## src/design/apm_pkg.sv

```systemverilog
// constants and carriers for the codec power-state register block
// Notes on behaviour
// - one write changes all audio power-down bits together
// - amp output follows external amp power-down bit
// - wake-on-ring keeps modem gpio section powered
// - secondary codec uses own clock when down
// - modem link-off lives in register 56h bit 12
// - link plus clock power-down stops bit clock
package apm_pkg;

    // register indices
    localparam logic [6:0] AUD_PD_ADDR = 7'h26;
    localparam logic [6:0] MDM_PD_ADDR = 7'h3e;
    localparam logic [6:0] MDM_LINK_ADDR = 7'h56;

    // field positions
    localparam int AUD_RDY_LSB = 0;
    localparam int AUD_RDY_W = 4;
    localparam int AUD_PD_LSB = 8;
    localparam int AUD_PD_W = 6;
    localparam int AUD_AMP_PD_POS = 15;
    localparam int MDM_WOR_POS = 0;
    localparam int MDM_PD_LSB = 8;
    localparam int MDM_PD_W = 4;
    localparam int MDM_LINK_OFF_POS = 12;

    // reset values: everything powered (D0)
    localparam logic [5:0] AUD_PD_RST = 6'h00;
    localparam logic [3:0] MDM_PD_RST = 4'h0;
    localparam logic [3:0] AUD_RDY_RST = 4'hf;

    // section settle time before ready is reported again
    localparam int SETTLE_NS = 100;
    localparam int CLK_PERIOD_PS = 5000;
    localparam int SETTLE_CYC =
        (SETTLE_NS * 1000 + CLK_PERIOD_PS - 1) / CLK_PERIOD_PS;
    localparam int SETTLE_W = 8;

    // audio power-down bits, msb = clock, lsb = adc
    typedef struct packed {
        logic clk;
        logic link;
        logic vref;
        logic mixer;
        logic dac;
        logic adc;
    } apm_aud_pd_s;

    // modem power-down bits, msb = gpio, lsb = dac1
    typedef struct packed {
        logic gpio;
        logic vref;
        logic adc1;
        logic dac1;
    } apm_mdm_pd_s;

    // register request as delivered by the link slot decoder
    typedef struct packed {
        logic wr;
        logic rd;
        logic [6:0] addr;
        logic [15:0] wdata;
    } apm_req_s;

endpackage

```

## src/design/apm_power_map.sv

```systemverilog
// codec power-down registers, section controls and link clock gating
`timescale 1ns/1ps
module apm_power_map #(
    parameter int SETTLE_CYCLES = apm_pkg::SETTLE_CYC
) (
    // clock and reset
    input wire logic core_clk_i,
    input wire logic rstn_i,
    input wire logic warm_rst_i,
    // register access from the link slot decoder
    input wire apm_pkg::apm_req_s req_i,
    output logic [15:0] rdata_o,
    output logic rvalid_o,
    // section power-down controls
    output apm_pkg::apm_aud_pd_s aud_pd_o,
    output apm_pkg::apm_mdm_pd_s mdm_pd_o,
    // pins and clocking
    input wire logic secondary_i,
    output logic amp_enable_o,
    output logic sdata_in_low_o,
    output logic bit_clk_en_o,
    output logic ext_clk_sel_o
);

    // address match, used for reads and writes alike
    function automatic logic hit(input logic [6:0] a, input logic [6:0] t);
        hit = (a == t);
    endfunction

    logic wr_aud;
    logic wr_mdm;
    logic wr_link;
    assign wr_aud = req_i.wr && hit(req_i.addr, apm_pkg::AUD_PD_ADDR);
    assign wr_mdm = req_i.wr && hit(req_i.addr, apm_pkg::MDM_PD_ADDR);
    assign wr_link = req_i.wr && hit(req_i.addr, apm_pkg::MDM_LINK_ADDR);

    // strap synchroniser; the first stage feeds only the second
    logic sec_meta_ff;
    logic sec_sync_ff;
    logic sec_strap_ff;
    logic strap_done_ff;
    logic [1:0] strap_cnt_ff;
    logic nxt_sec_strap;
    logic nxt_strap_done;
    logic [1:0] nxt_strap_cnt;

    // strap is caught once the sync stages hold the pin, then held;
    // capturing earlier would latch the reset value of the stages
    always_comb begin
        nxt_sec_strap = sec_strap_ff;
        nxt_strap_done = strap_done_ff;
        nxt_strap_cnt = strap_cnt_ff;
        if (!strap_done_ff) begin
            if (strap_cnt_ff == 2'h2) begin
                nxt_sec_strap = sec_sync_ff;
                nxt_strap_done = 1'b1;
            end else begin
                nxt_strap_cnt = strap_cnt_ff + 2'h1;
            end
        end
    end

    always_ff @(posedge core_clk_i or negedge rstn_i) begin
        if (!rstn_i) begin
            sec_meta_ff <= 1'b0;
            sec_sync_ff <= 1'b0;
            sec_strap_ff <= 1'b0;
            strap_done_ff <= 1'b0;
            strap_cnt_ff <= 2'h0;
        end else begin
            sec_meta_ff <= secondary_i;
            sec_sync_ff <= sec_meta_ff;
            sec_strap_ff <= nxt_sec_strap;
            strap_done_ff <= nxt_strap_done;
            strap_cnt_ff <= nxt_strap_cnt;
        end
    end

    // stored register contents
    apm_pkg::apm_aud_pd_s aud_pd_ff;
    apm_pkg::apm_aud_pd_s nxt_aud_pd;
    logic amp_pd_ff;
    logic nxt_amp_pd;
    apm_pkg::apm_mdm_pd_s mdm_pd_ff;
    apm_pkg::apm_mdm_pd_s nxt_mdm_pd;
    logic wor_ff;
    logic nxt_wor;
    logic link_off_ff;
    logic nxt_link_off;

    // whole fields load in one cycle, no bit ordering imposed
    always_comb begin
        nxt_aud_pd = aud_pd_ff;
        nxt_amp_pd = amp_pd_ff;
        nxt_mdm_pd = mdm_pd_ff;
        nxt_wor = wor_ff;
        nxt_link_off = link_off_ff;
        if (warm_rst_i) begin
            // warm reset puts every section back in D0
            nxt_aud_pd = apm_pkg::AUD_PD_RST;
            nxt_amp_pd = 1'b0;
            nxt_mdm_pd = apm_pkg::MDM_PD_RST;
            nxt_link_off = 1'b0;
        end else begin
            if (wr_aud) begin
                nxt_aud_pd = req_i.wdata[apm_pkg::AUD_PD_LSB +: 6];
                nxt_amp_pd = req_i.wdata[apm_pkg::AUD_AMP_PD_POS];
            end
            if (wr_mdm) begin
                nxt_mdm_pd = req_i.wdata[apm_pkg::MDM_PD_LSB +: 4];
                nxt_wor = req_i.wdata[apm_pkg::MDM_WOR_POS];
            end
            if (wr_link) begin
                nxt_link_off = req_i.wdata[apm_pkg::MDM_LINK_OFF_POS];
            end
        end
    end

    // derived pin levels, registered together with the fields
    apm_pkg::apm_mdm_pd_s nxt_mdm_out;
    logic nxt_clk_en;
    logic nxt_ext_clk;
    always_comb begin
        nxt_mdm_out = nxt_mdm_pd;
        // ring detect needs the gpio section while wake is armed
        nxt_mdm_out.gpio = nxt_mdm_pd.gpio && !nxt_wor;
        nxt_clk_en = !(nxt_aud_pd.link && nxt_aud_pd.clk);
        // the secondary keeps its state machines on its own clock
        nxt_ext_clk = nxt_sec_strap && (|nxt_mdm_out);
    end

    logic [apm_pkg::AUD_RDY_W-1:0] rdy_ff;
    logic [apm_pkg::AUD_RDY_W-1:0] nxt_rdy;
    logic [apm_pkg::SETTLE_W-1:0] settle_ff;
    logic [apm_pkg::SETTLE_W-1:0] nxt_settle;
    logic [apm_pkg::AUD_RDY_W-1:0] pd_low;
    logic [apm_pkg::AUD_RDY_W-1:0] reenabled;

    // ready drops at once on power-down, returns after settling;
    // one shared counter, so a later re-enable restarts it for all
    always_comb begin
        pd_low = nxt_aud_pd[apm_pkg::AUD_RDY_W-1:0];
        reenabled = aud_pd_ff[apm_pkg::AUD_RDY_W-1:0] & ~pd_low;
        nxt_settle = settle_ff;
        if (|reenabled) begin
            nxt_settle = SETTLE_CYCLES[apm_pkg::SETTLE_W-1:0];
        end else if (settle_ff != '0) begin
            nxt_settle = settle_ff - 1'b1;
        end
        if (nxt_settle == '0) begin
            nxt_rdy = ~pd_low;
        end else begin
            nxt_rdy = ~pd_low & rdy_ff;
        end
    end

    // read mux; unmapped indices read zero
    logic [15:0] nxt_rdata;
    always_comb begin
        nxt_rdata = 16'h0000;
        if (hit(req_i.addr, apm_pkg::AUD_PD_ADDR)) begin
            nxt_rdata[apm_pkg::AUD_RDY_LSB +: 4] = rdy_ff;
            nxt_rdata[apm_pkg::AUD_PD_LSB +: 6] = aud_pd_ff;
            nxt_rdata[apm_pkg::AUD_AMP_PD_POS] = amp_pd_ff;
        end else if (hit(req_i.addr, apm_pkg::MDM_PD_ADDR)) begin
            nxt_rdata[apm_pkg::MDM_PD_LSB +: 4] = mdm_pd_ff;
            nxt_rdata[apm_pkg::MDM_WOR_POS] = wor_ff;
        end else if (hit(req_i.addr, apm_pkg::MDM_LINK_ADDR)) begin
            nxt_rdata[apm_pkg::MDM_LINK_OFF_POS] = link_off_ff;
        end
        if (!req_i.rd) begin
            nxt_rdata = rdata_o;
        end
    end

    // all state registers apart from the strap synchroniser
    always_ff @(posedge core_clk_i or negedge rstn_i) begin
        if (!rstn_i) begin
            aud_pd_ff <= apm_pkg::AUD_PD_RST;
            amp_pd_ff <= 1'b0;
            mdm_pd_ff <= apm_pkg::MDM_PD_RST;
            wor_ff <= 1'b0;
            link_off_ff <= 1'b0;
            rdy_ff <= apm_pkg::AUD_RDY_RST;
            settle_ff <= '0;
            rdata_o <= 16'h0000;
            rvalid_o <= 1'b0;
            mdm_pd_o <= apm_pkg::MDM_PD_RST;
            amp_enable_o <= 1'b1;
            sdata_in_low_o <= 1'b0;
            bit_clk_en_o <= 1'b1;
            ext_clk_sel_o <= 1'b0;
        end else begin
            aud_pd_ff <= nxt_aud_pd;
            amp_pd_ff <= nxt_amp_pd;
            mdm_pd_ff <= nxt_mdm_pd;
            wor_ff <= nxt_wor;
            link_off_ff <= nxt_link_off;
            rdy_ff <= nxt_rdy;
            settle_ff <= nxt_settle;
            rdata_o <= nxt_rdata;
            rvalid_o <= req_i.rd;
            mdm_pd_o <= nxt_mdm_out;
            amp_enable_o <= !nxt_amp_pd;
            sdata_in_low_o <= nxt_link_off;
            bit_clk_en_o <= nxt_clk_en;
            ext_clk_sel_o <= nxt_ext_clk;
        end
    end

    assign aud_pd_o = aud_pd_ff;
endmodule // apm_power_map

```

## config.mk

```make
export PLATFORM = sky130hd
export DESIGN_NAME = apm_power_map
export DESIGN_NICKNAME = d
export VERILOG_FILES = /design/src/design/apm_pkg.sv /design/src/design/apm_power_map.sv
export SDC_FILE = /design/constraint.sdc
export NUM_CORES = 1
export LEC_CHECK = 0
export ABC_AREA = 1
export BUFFER_PORTS_ARGS = -buffer_cell sky130_fd_sc_hd__buf_4
export CAP_MARGIN = 20
export CORE_UTILIZATION = 56
export DETAILED_ROUTE_END_ITERATION = 10
export PLACE_DENSITY = 0.82
export SKIP_CTS_REPAIR_TIMING = 1
export SYNTH_ARGS = -nofsm -noshare
export SYNTH_HDL_FRONTEND = slang
export SYNTH_SLANG_ARGS = --single-unit
```

## constraint.sdc

```tcl
create_clock -name core_clk_i -period 5 [get_ports core_clk_i]
set_input_delay 1 -clock core_clk_i [delete_from_list [all_inputs] [get_ports core_clk_i]]
set_output_delay 1 -clock core_clk_i [all_outputs]
set_load 0.01 [all_outputs]
```

==> key figures <==
STA
  • Final hold violations: 0
  • Worst slew margin: 0.605
  • Setup violators final: 0
  • Slew @ Worst Pin: 0.592 ns
  • Tcrit/Tclk final: 0.468
  • RSZ-0062 raised after global routing: no
  • Hold slack: 0.357 ns
  • Final worst slack: 2.66 ns
  • Fin Clk Skew: 0.00655 ns
  • F_max: 427 MHz
  • Max-slew violation count: 0
  • Setup TNS: 0 ns
  • Tmin final: 2.34 ns

Synth
  • Simple-gate share of the synthesized area: 0.238
  • Synthesized instance count: 262
  • Sequential area share after synthesis: 0.514
  • Syn_area_per_cell: 8.80 um2
  • Adder-Cell Fraction of Synth Area: 0.0163
  • Synthesized cell area: 2300 um2
  • FFs w/ async S/R, synth: 1.00
  • Cell taking the most area after synthesis: dfrtp_1
  • Synth cell types: 39
  • Synth top area share: 0.445
  • Most common cell in the netlist: inv_1
  • Synth Flop Type: dfrtp_1
  • EDFF count, synth: 0
  • Synth top area cells: dfrtp_1 45%, inv_1 7.0%, dfstp_2 6.8%, nand2_1 6.8%, nor2_1 4.7%
  • Mux cell area share after synthesis: 0
  • Largest family of logic cells by synthesized area: simple AND/OR/NAND/NOR gates
  • Commonest cells post-synth: 43 x inv_1, 42 x nand2_1, 41 x dfrtp_1
  • Post-synthesis compound-gate area fraction: 0.105
  • Fraction of synthesized cell area in xor and xnor cells: 0.0114
  • Synth warn: 0
  • #FFs+latches synth: 47

Setup path
  • Most frequent cell on the critical path: nor2_1
  • Critical Path, Cell by Cell: buf_4 -> inv_1 -> nand2_2 -> nor2_2 -> nand2_1 -> nor2_1 -> clkinv_1 -> a21oi_1 -> nor2_1
  • Startpoint Class: input pin
  • Crit path largest cell delay: 0.30 ns
  • Flop-to-flop setup slack: 3.16 ns
  • Setup crit end kind: flop
  • Critical path depth: 9
  • Worst Path Max Fanout: 11
  • Slowest library cell on the worst path: a21oi_1
  • Worst setup path class: in -> reg
  • FF-to-FF path depth: 12
  • Worst Path Required: 5.23 ns
  • WP buf/inv: 3
  • Cell family with most CP delay: simple AND/OR/NAND/NOR gates
  • Worst EP arrival: 2.57 ns

GRT
  • Met1 usage: 0.311
  • Initial antenna violation count: 0
  • Vias in the first global route: 1701
  • Met2 Use GR: 0.380
  • Met3 Use GR: 0.0552
  • Largest net degree at the start of global routing: 48
  • Gr ovfl total: 0
  • First-pass GRT wire length: 7.60 mm
  • GRT Total Usage: 0.233
  • Global route hottest layer: met2

Clock network
  • Total CTS buffers: 5
  • Worst-Skew Late Latency: 0.30 ns
  • Clock input transition at the sequential cells of the worst setup and hold paths: 0.09 ns
  • H-tree depth: 2
  • CTS tree: yes
  • CTS max path bufs: 2
  • Clock Tree Root: clkbuf_8
  • Clock net sink count: 47

Die
  • Die ar.: 4380 um2
  • Starting Density: 0.607
  • # rows: 22
  • Die height: 66.2 um
  • I/O pin cnt: 60
  • Core Box Area: 3800 um2
  • Die W: 66.2 um

Drt
  • Via count: 1794
  • First-pass DRT Iterations: 4
  • DRC errors left: 0
  • DRT iter0 DRCs: 116
  • Final wirelength: 4.38 mm
  • Drt wl/cell: 12.3 um
  • Vias per inst: 5.03
  • Antenna-violating nets left: 0

Placed design
  • Number of port buffers: 46
  • Placement Cell Area: 2640 um2
  • Setup WS pre-CTS: 2.37 ns
  • Placer congestion estimate: 0.807
  • DP Wirelength: 3.21 mm
  • Placed Instances: 349

Pwr
  • Pwr/cell area: 393 nW/um2
  • Max VDD drop: 0.300 mV
  • P_leak: 1.48 nW
  • Final Total Pwr: 1.09 mW

Finish
  • Final Util: 0.732
  • Nets: 340
  • Layout cell share with drive strength beyond 1: 0.288
  • Area grow syn2layout: 20.6%
  • Design area: 2780 um2
  • Diode count: 0
  • Non-Filler Instances: 357

Hold path
  • Number of cells on the worst hold path: 0
  • Hold crit path type: reg -> reg

Job
  • Max-cap viol count: 0

Run status
  • Status: complete, no violations
==> path summary, 6_finish.rpt <==
check                        startpoint         endpoint
max                           req_i[16]        rdy_ff[1]
min                         sec_meta_ff      sec_sync_ff
max reg2reg                settle_ff[0]        rdy_ff[0]
min reg2reg                 sec_meta_ff      sec_sync_ff
max in group asynchronous        rstn_i  strap_cnt_ff[1]
min in group asynchronous        rstn_i       rdata_o[9]
==> area by class of cell <==
type / instances / area (um2)
tap: 48 / 60.1
timing repair buffer: 46 / 345
inverter: 47 / 181
multi-input combinational: 161 / 873
clock buffer: 5 / 68.8
sequential: 47 / 1180
clock inverter: 3 / 67.6
fill: 307 / 1020
==> state kept, by name, indices dropped and copies added, names as in the netlist, 2 cells and up <==
register and cells:
strap_cnt_ff 2, aud_pd_o 6, rdata_o 11, settle_ff 8
rdy_ff 4, mdm_pd_ff 4
==> report_power, final <==
group | switching (mW) | internal (mW)
clock | 0.131 | 0.199
combinational | 0.169 | 0.109
sequential | 0.0378 | 0.445
total | 0.338 | 0.754
==> kinds of logic (layout without fill, tap and decap cells) <==
group,Yosys count,after routing
xor+xnor,3,3
fa+ha+maj,3,3
other cells,1,5
simple gates,110,110
compound gates,40,40
buf+inv,58,101
flops,47,47
==> cell usage in the layout (no fill, tap or decap), drive strengths merged <==
cell type | netlist | routed
o31ai | 2 | 2
nand2 | 48 | 48
nand4 | 4 | 4
nor3 | 3 | 3
dfrtp | 41 | 41
o221ai | 2 | 2
a21oi | 15 | 15
clkinvlp | 0 | 1
bufinv | 0 | 2
inv | 45 | 45
o21bai | 1 | 1
nor2 | 39 | 39
a31oi | 1 | 1
o21a | 3 | 3
xor2 | 3 | 3
and3 | 3 | 3
clkinv | 2 | 2
or2 | 2 | 2
nand3 | 11 | 11
buf | 8 | 46
o21ai | 15 | 15
ha | 3 | 3
o211ai | 1 | 1
dfstp | 6 | 6
conb | 1 | 5
clkbuf | 3 | 5
==> routing by layer <==
layer,vias to the layer above,routed length [um],share of wire
li1,899,-,-
met1,853,2030,0.46
met2,36,2160,0.49
met3,6,155,0.035
met4,0,36,0.0082
met5,-,0,0
Power figures use the tool's default switching activity.
